## src/rtl/sdmld_pkg.sv

```systemverilog
// Constants, types and register map of the surface descriptor decoder.
`default_nettype none
// How it works
// - Storage-format bit 6: 0 render-target layout, 1 depth-or-stencil layout.
// - Storage format is ignored when the sample count is one.
// - Sample count bits 5:3: 0 one, 2 four, 3 eight; others reserved.
// - Structured buffers add minimum array element bits 26:0 to the index.
// - Palette index bits 2:0 is returned in the sample reply only to sample-info requests.
// - Horizontal origin bits 31:25 count pixels in fours, 0 to 508.
// - Packed 4:2:2 surfaces count the horizontal offset in twos.
// - Vertical origin bits 23:20 count rows in twos, 0 to 30.
// - Minimum LOD bits 7:4 adds to explicit-LOD, load and resinfo LOD.
// - Mip bits 3:0 give level count minus one, or render-target level.
// - With control surface on, bits 31:12 give its 4 KB aligned base.
// - The control surface shares size, LOD, mip and array settings.
// - With control surface and format A off, bits 31:6 give the append counter base.
// - Control-surface pitch bits 11:3 is tiles minus one.
// - Without format A, enable bit 0 gates control-surface fields, else append address applies.
package sdmld_pkg;
   // *****************************************************************
   // Register map.
   // *****************************************************************
   localparam logic [7:0] ADDR_MS_WORD = 8'h00;
   localparam logic [7:0] ADDR_ORIGIN_WORD = 8'h04;
   localparam logic [7:0] ADDR_AUX_WORD = 8'h08;
   localparam logic [7:0] ADDR_CONTROL = 8'h0C;
   localparam logic [7:0] ADDR_REQ_LOD = 8'h10;
   localparam logic [7:0] ADDR_REQ_INDEX = 8'h14;
   localparam logic [7:0] ADDR_STATUS = 8'h18;
   localparam logic [7:0] ADDR_OFFSETS = 8'h1C;
   localparam logic [7:0] ADDR_LOD_RESULT = 8'h20;
   localparam logic [7:0] ADDR_INDEX_RESULT = 8'h24;
   localparam logic [7:0] ADDR_AUX_ADDR = 8'h28;
   localparam logic [7:0] ADDR_AUX_INFO = 8'h2C;
   localparam logic [31:0] WORD_RESET = 32'h0000_0000;
   // *****************************************************************
   // Descriptor field positions.
   // *****************************************************************
   localparam int FMT_BIT = 6;
   localparam int CNT_LSB = 3;
   localparam int PAL_LSB = 0;
   localparam int MINARR_MSB = 26;
   localparam int XOFF_LSB = 25;
   localparam int YOFF_LSB = 20;
   localparam int MINLOD_LSB = 4;
   localparam int MIP_LSB = 0;
   localparam int MCS_EN_BIT = 0;
   localparam int APPEND_EN_BIT = 1;
   localparam int MCS_BASE_LSB = 12;
   localparam int APPEND_LSB = 6;
   localparam int MCS_PITCH_LSB = 3;
   localparam int UVX_LSB = 16;
   localparam int UVY_LSB = 0;
   // *****************************************************************
   // Control register layout.
   // *****************************************************************
   localparam int CTRL_STRBUF_BIT = 0;
   localparam int CTRL_RT_BIT = 1;
   localparam int CTRL_FORMAT_A_BIT = 2;
   localparam int CTRL_422_BIT = 3;
   localparam int CTRL_KIND_LSB = 4;
   localparam logic [6:0] CTRL_RESET = 7'h00;
   // *****************************************************************
   // Encodings.
   // *****************************************************************
   localparam logic [2:0] samples_one = 3'h0;
   localparam logic [2:0] samples_four = 3'h2;
   localparam logic [2:0] samples_eight = 3'h3;
   localparam logic [1:0] RESP_OKAY = 2'h0;
   localparam logic [1:0] RESP_SLVERR = 2'h2;
   typedef enum logic {layout_render_target, layout_depth_stencil}
      sdmld_layout_e;
   typedef enum logic [2:0] {req_sample, req_explicit_lod, req_load,
      req_resinfo, req_sampleinfo, req_multisample_texel_load} sdmld_req_e;
endpackage
`default_nettype wire

```

## src/rtl/sdmld_fields_if.sv

```systemverilog
// Decoded descriptor fields passed between decoder and resolver.
`timescale 1ns/1ps
`default_nettype none
interface sdmld_fields_if;
   logic [3:0] samples;
   logic count_reserved;
   sdmld_pkg::sdmld_layout_e layout;
   logic [2:0] palette;
   logic [26:0] min_array;
   logic [8:0] x_pixels;
   logic [4:0] y_rows;
   logic [3:0] min_lod;
   logic [3:0] mip;
   logic mcs_enable;
   logic [31:0] mcs_base;
   logic [9:0] mcs_pitch_tiles;
   logic append_enable;
   logic [31:0] append_addr;
   logic [13:0] uv_x;
   logic [13:0] uv_y;
   modport producer(output samples, count_reserved, layout, palette,
      min_array, x_pixels, y_rows, min_lod, mip, mcs_enable, mcs_base,
      mcs_pitch_tiles, append_enable, append_addr, uv_x, uv_y);
   modport consumer(input samples, count_reserved, layout, palette,
      min_array, x_pixels, y_rows, min_lod, mip, mcs_enable, mcs_base,
      mcs_pitch_tiles, append_enable, append_addr, uv_x, uv_y);
endinterface
`default_nettype wire

```

## src/rtl/sdmld_decode.sv

```systemverilog
// Registered decode of the three descriptor words into fields.
`timescale 1ns/1ps
`default_nettype none
module sdmld_decode (
   // Clock and reset.
   input wire logic aclk,
   input wire logic aresetn,
   // Descriptor words and surface kind.
   input wire logic [31:0] ms_word,
   input wire logic [31:0] origin_word,
   input wire logic [31:0] aux_word,
   input wire logic strbuf,
   input wire logic format_a,
   input wire logic packed_422_chroma,
   // Decoded fields.
   sdmld_fields_if.producer fields
);
   wire logic [2:0] cnt_code = ms_word[sdmld_pkg::CNT_LSB +: 3];
   wire logic multi = !strbuf && (cnt_code != sdmld_pkg::samples_one);
   wire logic [3:0] next_samples =
      (cnt_code == sdmld_pkg::samples_four) ? 4'h4 :
      (cnt_code == sdmld_pkg::samples_eight) ? 4'h8 : 4'h1;
   wire logic next_reserved = !strbuf &&
      (cnt_code != sdmld_pkg::samples_one) &&
      (cnt_code != sdmld_pkg::samples_four) &&
      (cnt_code != sdmld_pkg::samples_eight);
   wire logic [6:0] xoff = origin_word[sdmld_pkg::XOFF_LSB +: 7];
   wire logic mcs_on = !format_a && aux_word[sdmld_pkg::MCS_EN_BIT];

   always_ff @(posedge aclk) begin
      if (!aresetn) begin
         fields.samples <= 4'h1;
         fields.count_reserved <= 1'b0;
         fields.layout <= sdmld_pkg::layout_render_target;
         fields.palette <= 3'h0;
         fields.min_array <= 27'h000_0000;
         fields.x_pixels <= 9'h000;
         fields.y_rows <= 5'h00;
         fields.min_lod <= 4'h0;
         fields.mip <= 4'h0;
         fields.mcs_enable <= 1'b0;
         fields.mcs_base <= 32'h0000_0000;
         fields.mcs_pitch_tiles <= 10'h001;
         fields.append_enable <= 1'b0;
         fields.append_addr <= 32'h0000_0000;
         fields.uv_x <= 14'h0000;
         fields.uv_y <= 14'h0000;
      end else begin
         fields.samples <= strbuf ? 4'h1 : next_samples;
         fields.count_reserved <= next_reserved;
         fields.layout <= (multi && ms_word[sdmld_pkg::FMT_BIT]) ?
            sdmld_pkg::layout_depth_stencil :
            sdmld_pkg::layout_render_target;
         fields.palette <= strbuf ? 3'h0 :
            ms_word[sdmld_pkg::PAL_LSB +: 3];
         fields.min_array <= strbuf ?
            ms_word[sdmld_pkg::MINARR_MSB:0] : 27'h000_0000;
         fields.x_pixels <= packed_422_chroma ?
            {1'b0, xoff, 1'b0} : {xoff, 2'b00};
         fields.y_rows <= {origin_word[sdmld_pkg::YOFF_LSB +: 4], 1'b0};
         fields.min_lod <= origin_word[sdmld_pkg::MINLOD_LSB +: 4];
         fields.mip <= origin_word[sdmld_pkg::MIP_LSB +: 4];
         fields.mcs_enable <= mcs_on;
         fields.mcs_base <= mcs_on ?
            {aux_word[31:sdmld_pkg::MCS_BASE_LSB], 12'h000} :
            32'h0000_0000;
         fields.mcs_pitch_tiles <= mcs_on ?
            {1'b0, aux_word[sdmld_pkg::MCS_PITCH_LSB +: 9]} + 10'h001 :
            10'h001;
         fields.append_enable <= !format_a && !mcs_on &&
            aux_word[sdmld_pkg::APPEND_EN_BIT];
         fields.append_addr <= (!format_a && !mcs_on) ?
            {aux_word[31:sdmld_pkg::APPEND_LSB], 6'h00} :
            32'h0000_0000;
         fields.uv_x <= format_a ? aux_word[sdmld_pkg::UVX_LSB +: 14] :
            14'h0000;
         fields.uv_y <= format_a ? aux_word[sdmld_pkg::UVY_LSB +: 14] :
            14'h0000;
      end
   end
endmodule
`default_nettype wire

```

## src/rtl/sdmld_resolve.sv

```systemverilog
// Applies decoded fields to one sampling request.
`timescale 1ns/1ps
`default_nettype none
module sdmld_resolve (
   // Clock and reset.
   input wire logic aclk,
   input wire logic aresetn,
   // Request and surface kind.
   input wire sdmld_pkg::sdmld_req_e kind,
   input wire logic [3:0] req_lod,
   input wire logic [26:0] req_index,
   input wire logic render_target,
   // Decoded fields.
   sdmld_fields_if.consumer fields,
   // Results.
   output logic [26:0] eff_index,
   output logic [4:0] eff_lod,
   output logic [4:0] last_lod,
   output logic [2:0] sample_reply,
   output logic kind_violation,
   output logic lod_violation
);
   wire logic lod_kind = (kind == sdmld_pkg::req_explicit_lod) ||
      (kind == sdmld_pkg::req_load) || (kind == sdmld_pkg::req_resinfo);
   wire logic ds_ok = (kind == sdmld_pkg::req_multisample_texel_load) ||
      (kind == sdmld_pkg::req_resinfo) ||
      (kind == sdmld_pkg::req_sampleinfo);
   wire logic multi = fields.samples != 4'h1;

   // The control surface uses these same index and LOD results.
   always_ff @(posedge aclk) begin
      if (!aresetn) begin
         eff_index <= 27'h000_0000;
         eff_lod <= 5'h00;
         last_lod <= 5'h00;
         sample_reply <= 3'h0;
         kind_violation <= 1'b0;
         lod_violation <= 1'b0;
      end else begin
         eff_index <= req_index + fields.min_array;
         if (render_target) begin
            eff_lod <= {1'b0, fields.mip};
            last_lod <= {1'b0, fields.mip};
         end else begin
            eff_lod <= lod_kind ?
               {1'b0, req_lod} + {1'b0, fields.min_lod} :
               {1'b0, fields.min_lod};
            last_lod <= {1'b0, fields.min_lod} + {1'b0, fields.mip};
         end
         sample_reply <= (kind == sdmld_pkg::req_sampleinfo) ?
            fields.palette : 3'h0;
         kind_violation <= (fields.layout ==
            sdmld_pkg::layout_depth_stencil) && !ds_ok;
         lod_violation <= multi &&
            ((fields.min_lod != 4'h0) || (fields.mip != 4'h0));
      end
   end
endmodule
`default_nettype wire

```

## src/rtl/sdmld_top.sv

```systemverilog
// Descriptor decoder with its AXI4-Lite register slave.
`timescale 1ns/1ps
`default_nettype none
module sdmld_top (
   // Clock and reset.
   input wire logic aclk,
   input wire logic aresetn,
   // Write address channel.
   input wire logic [7:0] s_axi_awaddr,
   input wire logic [2:0] s_axi_awprot,
   input wire logic s_axi_awvalid,
   output logic s_axi_awready,
   // Write data channel.
   input wire logic [31:0] s_axi_wdata,
   input wire logic [3:0] s_axi_wstrb,
   input wire logic s_axi_wvalid,
   output logic s_axi_wready,
   // Write response channel.
   output logic [1:0] s_axi_bresp,
   output logic s_axi_bvalid,
   input wire logic s_axi_bready,
   // Read address channel.
   input wire logic [7:0] s_axi_araddr,
   input wire logic [2:0] s_axi_arprot,
   input wire logic s_axi_arvalid,
   output logic s_axi_arready,
   // Read data channel.
   output logic [31:0] s_axi_rdata,
   output logic [1:0] s_axi_rresp,
   output logic s_axi_rvalid,
   input wire logic s_axi_rready
);
   // *****************************************************************
   // Register storage.
   // *****************************************************************
   logic [31:0] ms_word;
   logic [31:0] origin_word;
   logic [31:0] aux_word;
   logic [6:0] control;
   logic [3:0] req_lod;
   logic [26:0] req_index;

   // *****************************************************************
   // Write channel capture.
   // *****************************************************************
   logic aw_held;
   logic w_held;
   logic [7:0] aw_addr_q;
   logic [31:0] w_data_q;
   logic [3:0] w_strb_q;

   assign s_axi_awready = !aw_held && !s_axi_bvalid;
   assign s_axi_wready = !w_held && !s_axi_bvalid;

   wire logic aw_take = s_axi_awvalid && s_axi_awready;
   wire logic w_take = s_axi_wvalid && s_axi_wready;
   wire logic do_write = aw_held && w_held;

   always_ff @(posedge aclk) begin
      if (!aresetn) begin
         aw_held <= 1'b0;
         w_held <= 1'b0;
         aw_addr_q <= 8'h00;
         w_data_q <= 32'h0000_0000;
         w_strb_q <= 4'h0;
      end else begin
         if (aw_take) begin
            aw_held <= 1'b1;
            aw_addr_q <= s_axi_awaddr;
         end else if (do_write) begin
            aw_held <= 1'b0;
         end
         if (w_take) begin
            w_held <= 1'b1;
            w_data_q <= s_axi_wdata;
            w_strb_q <= s_axi_wstrb;
         end else if (do_write) begin
            w_held <= 1'b0;
         end
      end
   end

   // *****************************************************************
   // Write decode and byte-lane merge.
   // *****************************************************************
   wire logic [31:0] lane_mask = {{8{w_strb_q[3]}}, {8{w_strb_q[2]}},
      {8{w_strb_q[1]}}, {8{w_strb_q[0]}}};
   wire logic wr_ms = do_write && (aw_addr_q == sdmld_pkg::ADDR_MS_WORD);
   wire logic wr_origin = do_write &&
      (aw_addr_q == sdmld_pkg::ADDR_ORIGIN_WORD);
   wire logic wr_aux = do_write && (aw_addr_q == sdmld_pkg::ADDR_AUX_WORD);
   wire logic wr_ctrl = do_write && (aw_addr_q == sdmld_pkg::ADDR_CONTROL);
   wire logic wr_lod = do_write && (aw_addr_q == sdmld_pkg::ADDR_REQ_LOD);
   wire logic wr_index = do_write &&
      (aw_addr_q == sdmld_pkg::ADDR_REQ_INDEX);
   wire logic wr_read_only = (aw_addr_q == sdmld_pkg::ADDR_STATUS) ||
      (aw_addr_q == sdmld_pkg::ADDR_OFFSETS) ||
      (aw_addr_q == sdmld_pkg::ADDR_LOD_RESULT) ||
      (aw_addr_q == sdmld_pkg::ADDR_INDEX_RESULT) ||
      (aw_addr_q == sdmld_pkg::ADDR_AUX_ADDR) ||
      (aw_addr_q == sdmld_pkg::ADDR_AUX_INFO);
   wire logic wr_hit = wr_ms || wr_origin || wr_aux || wr_ctrl || wr_lod ||
      wr_index || (do_write && wr_read_only);

   wire logic [31:0] ctrl_word = {25'h000_0000, control};
   wire logic [31:0] lod_word = {28'h000_0000, req_lod};
   wire logic [31:0] index_word = {5'h00, req_index};
   wire logic [31:0] next_ms = (ms_word & ~lane_mask) |
      (w_data_q & lane_mask);
   wire logic [31:0] next_origin = (origin_word & ~lane_mask) |
      (w_data_q & lane_mask);
   wire logic [31:0] next_aux = (aux_word & ~lane_mask) |
      (w_data_q & lane_mask);
   wire logic [31:0] next_ctrl = (ctrl_word & ~lane_mask) |
      (w_data_q & lane_mask);
   wire logic [31:0] next_lod = (lod_word & ~lane_mask) |
      (w_data_q & lane_mask);
   wire logic [31:0] next_index = (index_word & ~lane_mask) |
      (w_data_q & lane_mask);

   // Reserved descriptor bits are stored but never decoded.
   always_ff @(posedge aclk) begin
      if (!aresetn) begin
         ms_word <= sdmld_pkg::WORD_RESET;
         origin_word <= sdmld_pkg::WORD_RESET;
         aux_word <= sdmld_pkg::WORD_RESET;
         control <= sdmld_pkg::CTRL_RESET;
         req_lod <= 4'h0;
         req_index <= 27'h000_0000;
      end else begin
         if (wr_ms) ms_word <= next_ms;
         if (wr_origin) origin_word <= next_origin;
         if (wr_aux) aux_word <= next_aux;
         if (wr_ctrl) control <= next_ctrl[6:0];
         if (wr_lod) req_lod <= next_lod[3:0];
         if (wr_index) req_index <= next_index[26:0];
      end
   end

   always_ff @(posedge aclk) begin
      if (!aresetn) begin
         s_axi_bvalid <= 1'b0;
         s_axi_bresp <= sdmld_pkg::RESP_OKAY;
      end else if (do_write) begin
         s_axi_bvalid <= 1'b1;
         s_axi_bresp <= wr_hit ? sdmld_pkg::RESP_OKAY :
            sdmld_pkg::RESP_SLVERR;
      end else if (s_axi_bready) begin
         s_axi_bvalid <= 1'b0;
      end
   end

   // *****************************************************************
   // Decode and request resolution.
   // *****************************************************************
   sdmld_fields_if fields ();

   wire logic strbuf = control[sdmld_pkg::CTRL_STRBUF_BIT];
   wire logic render_target = control[sdmld_pkg::CTRL_RT_BIT];
   wire logic format_a = control[sdmld_pkg::CTRL_FORMAT_A_BIT];
   wire logic packed_422_chroma = control[sdmld_pkg::CTRL_422_BIT];
   wire sdmld_pkg::sdmld_req_e kind =
      sdmld_pkg::sdmld_req_e'(control[sdmld_pkg::CTRL_KIND_LSB +: 3]);

   sdmld_decode u_decode (
      .aclk(aclk),
      .aresetn(aresetn),
      .ms_word(ms_word),
      .origin_word(origin_word),
      .aux_word(aux_word),
      .strbuf(strbuf),
      .format_a(format_a),
      .packed_422_chroma(packed_422_chroma),
      .fields(fields)
   );

   logic [26:0] eff_index;
   logic [4:0] eff_lod;
   logic [4:0] last_lod;
   logic [2:0] sample_reply;
   logic kind_violation;
   logic lod_violation;

   sdmld_resolve u_resolve (
      .aclk(aclk),
      .aresetn(aresetn),
      .kind(kind),
      .req_lod(req_lod),
      .req_index(req_index),
      .render_target(render_target),
      .fields(fields),
      .eff_index(eff_index),
      .eff_lod(eff_lod),
      .last_lod(last_lod),
      .sample_reply(sample_reply),
      .kind_violation(kind_violation),
      .lod_violation(lod_violation)
   );

   // *****************************************************************
   // Read path.
   // *****************************************************************
   wire logic [31:0] status_word = {16'h0000, lod_violation,
      kind_violation, fields.append_enable, fields.mcs_enable,
      sample_reply, fields.palette, fields.layout,
      fields.count_reserved, fields.samples};
   wire logic [31:0] offsets_word = {11'h000, fields.y_rows, 7'h00,
      fields.x_pixels};
   wire logic [31:0] lod_result = {14'h0000, fields.mip, fields.min_lod,
      last_lod, eff_lod};
   wire logic [31:0] index_result = {5'h00, eff_index};
   wire logic [31:0] aux_addr = fields.mcs_enable ? fields.mcs_base :
      fields.append_addr;
   wire logic [31:0] aux_info = format_a ?
      {2'b00, fields.uv_x, 2'b00, fields.uv_y} :
      {22'h00_0000, fields.mcs_pitch_tiles};

   wire logic [7:0] ra = s_axi_araddr;
   wire logic rd_hit = (ra == sdmld_pkg::ADDR_MS_WORD) ||
      (ra == sdmld_pkg::ADDR_ORIGIN_WORD) ||
      (ra == sdmld_pkg::ADDR_AUX_WORD) || (ra == sdmld_pkg::ADDR_CONTROL) ||
      (ra == sdmld_pkg::ADDR_REQ_LOD) || (ra == sdmld_pkg::ADDR_REQ_INDEX) ||
      (ra == sdmld_pkg::ADDR_STATUS) || (ra == sdmld_pkg::ADDR_OFFSETS) ||
      (ra == sdmld_pkg::ADDR_LOD_RESULT) ||
      (ra == sdmld_pkg::ADDR_INDEX_RESULT) ||
      (ra == sdmld_pkg::ADDR_AUX_ADDR) || (ra == sdmld_pkg::ADDR_AUX_INFO);
   wire logic [31:0] rd_data =
      (ra == sdmld_pkg::ADDR_MS_WORD) ? ms_word :
      (ra == sdmld_pkg::ADDR_ORIGIN_WORD) ? origin_word :
      (ra == sdmld_pkg::ADDR_AUX_WORD) ? aux_word :
      (ra == sdmld_pkg::ADDR_CONTROL) ? ctrl_word :
      (ra == sdmld_pkg::ADDR_REQ_LOD) ? lod_word :
      (ra == sdmld_pkg::ADDR_REQ_INDEX) ? index_word :
      (ra == sdmld_pkg::ADDR_STATUS) ? status_word :
      (ra == sdmld_pkg::ADDR_OFFSETS) ? offsets_word :
      (ra == sdmld_pkg::ADDR_LOD_RESULT) ? lod_result :
      (ra == sdmld_pkg::ADDR_INDEX_RESULT) ? index_result :
      (ra == sdmld_pkg::ADDR_AUX_ADDR) ? aux_addr :
      (ra == sdmld_pkg::ADDR_AUX_INFO) ? aux_info : 32'h0000_0000;

   assign s_axi_arready = !s_axi_rvalid;

   always_ff @(posedge aclk) begin
      if (!aresetn) begin
         s_axi_rvalid <= 1'b0;
         s_axi_rdata <= 32'h0000_0000;
         s_axi_rresp <= sdmld_pkg::RESP_OKAY;
      end else if (s_axi_arvalid && s_axi_arready) begin
         s_axi_rvalid <= 1'b1;
         s_axi_rdata <= rd_data;
         s_axi_rresp <= rd_hit ? sdmld_pkg::RESP_OKAY :
            sdmld_pkg::RESP_SLVERR;
      end else if (s_axi_rready) begin
         s_axi_rvalid <= 1'b0;
      end
   end
endmodule
`default_nettype wire

```

## config.mk

```make
export PLATFORM = sky130hd
export DESIGN_NAME = sdmld_top
export DESIGN_NICKNAME = d
export VERILOG_FILES = /design/src/rtl/sdmld_pkg.sv /design/src/rtl/sdmld_fields_if.sv /design/src/rtl/sdmld_decode.sv /design/src/rtl/sdmld_resolve.sv /design/src/rtl/sdmld_top.sv
export SDC_FILE = /design/constraint.sdc
export NUM_CORES = 1
export LEC_CHECK = 0
export ABC_AREA = 1
export BUFFER_PORTS_ARGS = -buffer_cell sky130_fd_sc_hd__clkbuf_2
export CAP_MARGIN = 20
export CELL_PAD_IN_SITES_DETAIL_PLACEMENT = 0
export CELL_PAD_IN_SITES_GLOBAL_PLACEMENT = 1
export CORE_UTILIZATION = 45
export CTS_CLUSTER_DIAMETER = 30
export DETAILED_ROUTE_END_ITERATION = 16
export MAX_ROUTING_LAYER = met4
export PLACE_DENSITY_LB_ADDON = 0.1
export SYNTH_ARGS = -nofsm -noshare
export SYNTH_HDL_FRONTEND = slang
export SYNTH_SLANG_ARGS = --single-unit
```

## constraint.sdc

```tcl
create_clock -name aclk -period 2.9 [get_ports aclk]
set_input_delay 0.435 -clock aclk [delete_from_list [all_inputs] [get_ports aclk]]
set_output_delay 0.435 -clock aclk [all_outputs]
set_load 0.005 [all_outputs]
```

==> results of run 1 <==
## layout by cell type, fill, tap and decap left out, types with 14 or more instances in the layout
cell type / n
inv_1: 207
clkbuf_2: 96
clkbuf_16: 88
o21ai_0: 216
buf_4: 39
nand4_1: 26
inv_2: 14
nand2_1: 336
a21oi_1: 271
ha_1: 35
o21ai_1: 18
dfxtp_1: 399
nor2_1: 260
nand3_1: 51
a211oi_1: 21
## per-layer routing
metal | GRT usage (%) | share of wire (%) | up-vias
met4 | 8.06 | 1.9 | 0
met5 | - | 0 | -
met1 | 45.2 | 49 | 7113
met2 | 43.5 | 41 | 600
met3 | 6.42 | 8.4 | 91
li1 | - | - | 7351
## cells by family (layout without fill, tap and decap cells)
kind of cell    after synthesis  after routing  share of synthesized area (%)
simple gates                750            750                           19.6
compound gates              609            609                           20.4
flops                       399            399                           48.5
buf+inv                     320            519                           8.05
fa+ha+maj                    38             38                           3.02
xor+xnor                      5              5                          0.266
mux                           3              3                          0.182
other cells                   1              2                         0.0228
## final cells by class
class                   instances  share of cell area, %
clock inverters                54                   3.36
clock buffers                 106                   11.7
well taps                     461                   2.82
multi-input cells            1407                   35.0
flip-flops and latches        399                   39.0
inverters                     222                   4.07
repair buffers                137                   3.97
## power groups by stage
stage                     Combinational, mW  Sequential [mW]  Clock, mW
final                                 0.498             5.64       10.2
after floorplan                       0.308             5.72          0
after global routing                  0.556             5.64       10.6
after CTS                             0.496             5.63       10.2
after detailed placement              0.493             5.74          0
after global placement                0.487             5.74          0
## worst max path at each step
stage               startpoint  cells past startpoint  slack [ps]                                 end
floorplan             register                     12         850  u_resolve.eff_index[26]$_SDFF_PN0_
global placement      register                     14         400  u_resolve.eff_index[22]$_SDFF_PN0_
detailed placement    register                     14         400  u_resolve.eff_index[22]$_SDFF_PN0_
CTS                   register                     14         380  u_resolve.eff_index[22]$_SDFF_PN0_
global route          register                     14         100  u_resolve.eff_index[22]$_SDFF_PN0_
finish                register                     14         420  u_resolve.eff_index[22]$_SDFF_PN0_
## stage by stage
stage               std cells  util (%)
floorplan                2126         -
global placement         2626      48.5
detailed placement       2626      48.5
CTS                      2786      57.1
global route             2786      57.1
finish                   2786      57.1
## worst reg2reg max path, cell delays in order (launching register included)
cell and delay (ps):
dfxtp_1 350, ha_1 190, inv_1 60, fa_1 380, nand3b_1 170, nand2_1 120, a21oi_1 150, o21ai_0 380
a21boi_0 150, inv_1 130, nand2_1 60, nand2_1 70, nand2_1 50, nand2_1 50, nor2_1 40
==> results.toml, run 1 <==
[clock_tree]
cts_root_buffer = "clkbuf_16"
htree_num_levels = 3
clk_latency_ps = 610
cts.sinks = 399
post_cts_buffers = 0
post_cts_resized = 0
clk_pin_slew_worst_paths_ps = 50
cts_hold_buf = 0
numCtsBuffers = 88
clockBufferDepth = 3
cts_tree = "yes"

[power]
power_frac_clock_pct = 62.3
p_leak_nw = 8.39
pwr-share-seq_pct = 34.6
p_total_mw = 16.3
powerDensity_nw_per_um2 = 796
p_sw_share_pct = 23.3
internal_power_mw = 12.5
peakVddDrop_uv = 532
switching_power_mw = 3.79
pwr-share-comb_pct = 3.1

[yosys]
yosysWarnings = 0
yosysMostFrequentCell = "dfxtp_1"
synth_edf_count = 0
synth_top_cell_area_share_pct = 48.5
synth_async_sr_flop_share_pct = 0
synth_common_cells = "dfxtp_1, nand2_1, a21oi_1, nor2_1, o21ai_0"
ys_types = 59
synth_ff_type = "dfxtp_1"
ys_seq_area_share_pct = 48.5
syn_area_per_cell_um2 = 7.75
postSynthCellCount = 2125
synth_area_leaders = "dfxtp_1, a21oi_1, nand2_1, o21ai_0, nor2_1"
ys_seq_elements = 399
synth_top_area_cell = "dfxtp_1"
synth_area_um2 = 16500

[cells_and_area]
fin_area_um2 = 20500
nNetsFinal = 2358
n_antenna_cell = 0
nFillCells = 3364
ff_latch_area_um2 = 7990
area_growth_pct = 24.3
drive_gt1_share_pct = 15.6
multiInputGateArea_um2 = 7160

[sta]
setup_slack_ps = 419
fmax_ghz = 0.403
fin_tns_setup_ps = 0
tightest_slew_ps = 831
drv_slew = 0
period_share_pct = 85.6
relSlewSlack_pct = 44.4
setup_viol = 0
skew_ps = 28.2
fin_crit_ps = 2480
hold_viol = 0
rsz0062_at_grt = "no"
worst_hold_slack_ps = 81.4

[worst_setup_path]
worstSetupPathType = "reg -> reg"
slowest_stage = "fa_1"
cp_cell_sequence = "ha_1 > inv_1 > fa_1 > nand3b_1 > nand2_1 > a21oi_1 > o21ai_0 > a21boi_0 > inv_1 > nand2_1 > nand2_1 > nand2_1 > nand2_1 > nor2_1"
rrSetupSlack_ps = 420
endpoint_kind = "register"
cp_num_buf_inv = 2
worstPathRequired_ps = 3380
critical_path_arrival_ps = 2960
slowest_delay_ps = 380
reg2reg_to = "u_resolve.eff_index[22]$_SDFF_PN0_"
reg2regPathDepth = 14
cp-start-kind = "register"
crit_top_cell = "nand2_1"
critPathTopFamily = "compound AO/OA/AOI/OAI gates"
worstPathMaxFanout = 4

[worst_hold_path]
worstHoldPathType = "in -> reg"
whs_path_depth = 4
hp-start = "s_axi_bready"
holdPathEnd = "s_axi_bvalid$_SDFFE_PN0P_"

[floorplanning]
core_region_area_um2 = 35800
num_io_pins = 106
die_h_um = 193
fp-row-count = 69
floorplan.die_area_um2 = 37400
die_w_um = 193
initial_utilization_pct = 46.0

[placed_design]
dpl.hpwl_mm = 40.4
portBuffers = 97
gp_congestion = 0.955
pre_cts_ws_ps = 403
place_area_um2 = 17400

[grt]
gr-total-overflow = 0
grt_pass1_vias = 14211
grt_util_all_layers_pct = 31.2
grt_pass1_wl_mm = 85.8
antenna_found_initial = 1
grt_max_degree = 141

[route]
vias_per_cell = 5.44
dr.pass1.iters = 7
drt_iter0_markers = 1257
wl_mm = 56.7
ant_nets = 0
wl_per_cell_um = 20.4
post-route-drc-count = 0
num_vias = 15155

[run]
drv_cap = 0

[status]
status = "completed"
Note: power is estimated with default switching activity, not from simulation.
==> inputs of run 2 (changes only) <==
==> constraint.sdc (replaced) <==
create_clock -name aclk -period 2.9 [get_ports aclk]
set_input_delay 0.145 -clock aclk [delete_from_list [all_inputs] [get_ports aclk]]
set_output_delay 0.145 -clock aclk [all_outputs]
set_load 0.005 [all_outputs]
==> run 2 against run 1 <==
  * Sequential share of layout area shrank 1.1 points
  * Count of clock-buffer cells in the layout grew 12
  * Die area is the same
  * Maximum frequency shrank 6.1%
  * Global-route usage grew 0.70 points
  * Combinational power grew 11%
  * Register-to-register slack lost 160 ps
  * Non-clock buffer count grew 41
==> results.toml, run 2 (synthesis gave the netlist of run 1 again) <==
[cells_and_area]
nFillCells = 3283
n_antenna_cell = 0
area_growth_pct = 27.9
layout_commonest_cell = "dfxtp_1"
drive_gt1_share_pct = 15.5
ff_latch_area_um2 = 7990
final_cell_mix = "dfxtp_1, nand2_1, a21oi_1"
nNetsFinal = 2403
multiInputGateArea_um2 = 7160

[power]
p_leak_nw = 8.66
switching_power_mw = 3.77
p_sw_share_pct = 22.3
peakVddDrop_uv = 644
internal_power_mw = 13.2
pwr-share-seq_pct = 33.3
powerDensity_nw_per_um2 = 803
pwr-share-comb_pct = 3.3
power_frac_clock_pct = 63.4

[floorplanning]
floorplan.die_area_um2 = 37400
num_io_pins = 106
initial_utilization_pct = 46.0
fp-row-count = 69
die_w_um = 193
die_h_um = 193
core_region_area_um2 = 35800

[worst_setup_path]
cp_cell_sequence = "ha_1 > inv_1 > fa_1 > nand3b_1 > nand2_1 > a21oi_1 > o21ai_1 > nand2_1 > nand2_1 > nand4_1 > a21oi_1 > nor2_1"
worstPathMaxFanout = 5
cp-start-kind = "register"
worstPathRequired_ps = 3390
crit_top_cell = "nand2_1"
worstSetupPathType = "reg -> reg"
slowest_stage = "fa_1"
critical_path_arrival_ps = 3130
critPathTopFamily = "simple AND/OR/NAND/NOR gates"
cp_num_buf_inv = 1
endpoint_kind = "register"
slowest_delay_ps = 400

[clock_tree]
clk_latency_ps = 620
post_cts_resized = 0
clockBufferDepth = 3
clk_pin_slew_worst_paths_ps = 50
cts_root_buffer = "clkbuf_16"
cts_hold_buf = 45
numCtsBuffers = 92
htree_num_levels = 3
cts.sinks = 399
post_cts_buffers = 0
cts_tree = "yes"

[run]
drv_cap = 0

[sta]
rsz0062_at_grt = "no"
drv_slew = 0
relSlewSlack_pct = 36.2
skew_ps = 17.6
fmax_ghz = 0.379
tightest_slew_ps = 955
worst_hold_slack_ps = 22.7
fin_crit_ps = 2640
hold_viol = 0
period_share_pct = 91.1
fin_tns_setup_ps = 0
setup_slack_ps = 258
setup_viol = 0

[route]
wl_met3_mm = 4.77
num_vias = 15391
route.met2.wl_mm = 24.2
highest_layer = "met4"
dr.pass1.iters = 7
wl_mm = 57.8
post-route-drc-count = 0
vias_per_cell = 5.42
drt_iter0_markers = 1282
wl_met1_mm = 27.5
wl_per_cell_um = 20.4
ant_nets = 0

[status]
status = "completed"

[grt]
grt_pass1_wl_mm = 87.5
grt_max_degree = 170
antenna_found_initial = 0
gr-total-overflow = 0
grt_util_all_layers_pct = 31.9
grt_pass1_vias = 14785

[placed_design]
dpl.hpwl_mm = 41.0
portBuffers = 97
gp_congestion = 0.896
pre_cts_ws_ps = 296

[worst_hold_path]
hp-start = "s_axi_awvalid"
worstHoldPathType = "in -> reg"
==> run 2: cell count changes in the layout (fill, tap and decap cells not counted) <==
cell / delta
clkbuf_1: +3
clkbuf_16: +5
buf_4: -3
inv_6: -9
bufinv_16: +3
clkinv_16: -1
inv_8: -1
clkbuf_8: +4
clkinv_4: -2
dlygate4sd3_1: +45
buf_12: -1
clkinv_2: +11
==> run 2: path summary, 6_finish.rpt <==
path | cells past startpoint | slack, ps | endpoint
worst max-delay path | 12 | 260 | u_resolve.eff_index[26]$_SDFF_PN0_
worst min-delay path | 3 | 20 | aw_addr_q[5]$_SDFFE_PN0P_
worst max register to register | 12 | 260 | u_resolve.eff_index[26]$_SDFF_PN0_
worst min register to register | 2 | 440 | u_resolve.sample_reply[0]$_SDFF_PN0_
==> run 2: worst register-to-register path, stage by stage, from the launching register on <==
cell and delay, ps:
dfxtp_1 370, ha_1 200, inv_1 60, fa_1 400, nand3b_1 170, nand2_1 130
a21oi_1 150, o21ai_1 390, nand2_1 90, nand2_1 140, nand4_1 160, a21oi_1 190
nor2_1 70
==> run 2: per-stage QoR <==
step | power, mW | cells | util, % | cell area (um2)
after CTS | 17.0 | 2840 | 58.8 | 21100
final | 16.9 | 2840 | 58.8 | 21100
after global placement | 6.23 | 2622 | 48.4 | 17300
after global routing | 17.4 | 2840 | 58.8 | 21100
after floorplan | 6.03 | 2126 | - | 16500
after detailed placement | 6.23 | 2622 | 48.4 | 17300
==> run 2: area by class of cell <==
| type | instances | share of cell area (%) |
|---|---|---|
| inverter | 222 | 3.96 |
| clock buffer | 118 | 12.3 |
| timing repair buffer | 178 | 5.80 |
| clock inverter | 55 | 3.30 |
| multi-input combinational | 1407 | 34.0 |
| tap | 461 | 2.74 |
| sequential | 399 | 37.9 |
==> run 2: power by group through the flow <==
stage | Combinational [mW] | Sequential (mW) | Clock (mW)
5_1_grt | 0.610 | 5.64 | 11.1
3_5_place_dp | 0.497 | 5.74 | 0
4_1_cts | 0.547 | 5.64 | 10.8
2_1_floorplan | 0.308 | 5.72 | 0
3_3_place_gp | 0.491 | 5.73 | 0
6_report | 0.551 | 5.64 | 10.7
==> run 2: layer usage <==
metal / global-route usage [%] / vias up
li1: - / 7444
met1: 45.0 / 7211
met2: 45.2 / 642
met3: 6.68 / 94
met4: 9.87 / 0
met5: - / -
==> inputs of run 3 (changes only) <==
--- a/config.mk
+++ b/config.mk
@@ -11,10 +11,12 @@
 export CELL_PAD_IN_SITES_DETAIL_PLACEMENT = 0
 export CELL_PAD_IN_SITES_GLOBAL_PLACEMENT = 1
 export CORE_UTILIZATION = 45
+export CTS_BUF_LIST = sky130_fd_sc_hd__clkbuf_2 sky130_fd_sc_hd__clkbuf_4 sky130_fd_sc_hd__clkbuf_8
 export CTS_CLUSTER_DIAMETER = 30
 export DETAILED_ROUTE_END_ITERATION = 16
 export MAX_ROUTING_LAYER = met4
 export PLACE_DENSITY_LB_ADDON = 0.1
+export SKIP_LAST_GASP = 1
 export SYNTH_ARGS = -nofsm -noshare
 export SYNTH_HDL_FRONTEND = slang
 export SYNTH_SLANG_ARGS = --single-unit
==> run 3 against run 2 <==
  * Sequential share of layout area grew 1.9 points
  * Wire length shrank 0.79%
  * Via count shrank 1.0%
  * Global-route usage shrank 0.40 points
  * Combinational power grew 0.9%
  * Final cell count is essentially flat
  * Flip-flop and latch count is the same
  * Register-to-register slack is essentially flat
  * Largest power group unchanged
==> results.toml, run 3 (synthesis gave the netlist of run 1 again) <==
[floorplanning]
die_h_um = 193
die_w_um = 193
floorplan.die_area_um2 = 37400
initial_utilization_pct = 46.0
num_io_pins = 106
fp-row-count = 69
core_region_area_um2 = 35800

[power]
powerDensity_nw_per_um2 = 687
p_leak_nw = 8.21
p_total_mw = 13.8
power_frac_clock_pct = 55.1
pwr-share-seq_pct = 40.8
internal_power_mw = 10.6
switching_power_mw = 3.15
peakVddDrop_uv = 475
pwr-share-comb_pct = 4.0
p_sw_share_pct = 22.8

[route]
wl_per_cell_um = 20.2
num_vias = 15235
vias_per_cell = 5.36
drt_iter0_markers = 1319
ant_nets = 0
post-route-drc-count = 0
wl_mm = 57.3
dr.pass1.iters = 7

[clock_tree]
clk_pin_slew_worst_paths_ps = 60
cts_tree = "yes"
cts_root_buffer = "clkbuf_8"
numCtsBuffers = 93
cts_hold_buf = 49
cts.sinks = 399
post_cts_resized = 0
htree_num_levels = 3
post_cts_buffers = 0
clockBufferDepth = 3
clk_latency_ps = 640

[grt]
use_met1_pct = 44.8
antenna_found_initial = 0
gr-total-overflow = 0
met2_usage_pct = 45.0
grt_max_degree = 170
grt_util_all_layers_pct = 31.5
grt_pass1_vias = 14637
grt_pass1_wl_mm = 86.3
top_usage_layer = "met2"
grt_util_met3_pct = 5.98

[placed_design]
dpl.hpwl_mm = 41.0
gp_congestion = 0.896
dp.cells = 2622
place_area_um2 = 17300
portBuffers = 97
pre_cts_ws_ps = 296

[cells_and_area]
n_antenna_cell = 0
drive_gt1_share_pct = 15.7
area_growth_pct = 21.8
fin_area_um2 = 20100
layout_commonest_cell = "dfxtp_1"
nNetsFinal = 2408
final_cell_mix = "dfxtp_1, nand2_1, a21oi_1"
final_cells = 2841
post-route-util_pct = 56.0

[worst_setup_path]
crit_top_cell = "nand2_1"
cp-start-kind = "register"
endpoint_kind = "register"
slowest_stage = "fa_1"
worstPathRequired_ps = 3420
critical_path_arrival_ps = 3160
slowest_delay_ps = 400
worstPathMaxFanout = 5
cp_cell_sequence = "ha_1 > inv_1 > fa_1 > nand3b_1 > nand2_1 > a21oi_1 > o21ai_1 > nand2_1 > nand2_1 > nand4_1 > a21oi_1 > nor2_1"
worstSetupPathType = "reg -> reg"

[sta]
skew_ps = 26.4
setup_viol = 0
setup_slack_ps = 258
fin_tns_setup_ps = 0
worst_hold_slack_ps = 57.2
fin_crit_ps = 2640
fmax_ghz = 0.379
relSlewSlack_pct = 34.5
rsz0062_at_grt = "no"
hold_viol = 0
drv_slew = 0
period_share_pct = 91.1
tightest_slew_ps = 980

[worst_hold_path]
worstHoldPathType = "in -> reg"

[run]
drv_cap = 0

[status]
status = "completed"
==> run 3: path summary, 6_finish.rpt <==
check | startpoint | endpoint | slack [ps] | depth (start not counted)
worst max-delay path | register | u_resolve.eff_index[26]$_SDFF_PN0_ | 260 | 12
worst min-delay path | aresetn | s_axi_rdata[16]$_SDFFE_PN0P_ | 60 | 3
worst max register to register | register | u_resolve.eff_index[26]$_SDFF_PN0_ | 260 | 12
worst min register to register | register | u_decode.fields.min_lod[3]$_SDFF_PN0_ | 440 | 2
==> run 3: power groups by stage <==
stage	Combinational, mW	Sequential [mW]	Clock, mW
5_1_grt	0.616	5.63	7.96
6_report	0.556	5.63	7.60
2_1_floorplan	0.308	5.72	0
4_1_cts	0.552	5.62	7.68
3_3_place_gp	0.491	5.73	0
3_5_place_dp	0.497	5.74	0
==> run 3: layout make-up <==
| cell class | instances | area [um2] |
|---|---|---|
| inverters | 222 | 833 |
| multi-input cells | 1407 | 7160 |
| clock buffers | 126 | 1650 |
| repair buffers | 182 | 1260 |
| fillers | 3430 | 15800 |
| flip-flops and latches | 399 | 7990 |
| well taps | 461 | 577 |
| clock inverters | 44 | 587 |
==> run 3: per-layer routing <==
| layer | up-vias | part of all wire (%) |
|---|---|---|
| met3 | 79 | 8.0 |
| met1 | 7092 | 48 |
| met5 | - | 0 |
| met4 | 0 | 2.1 |
| li1 | 7439 | - |
| met2 | 625 | 42 |
==> run 3: critical path: cells and delay by family (launching register included) <==
kind                       cells  cell delay [ps]
buffers and inverters          1               60
and+or+nand+nor                6              760
DFF                            1              370
AOI/OAI and AO/OA              3              720
adders and majority gates      2              590
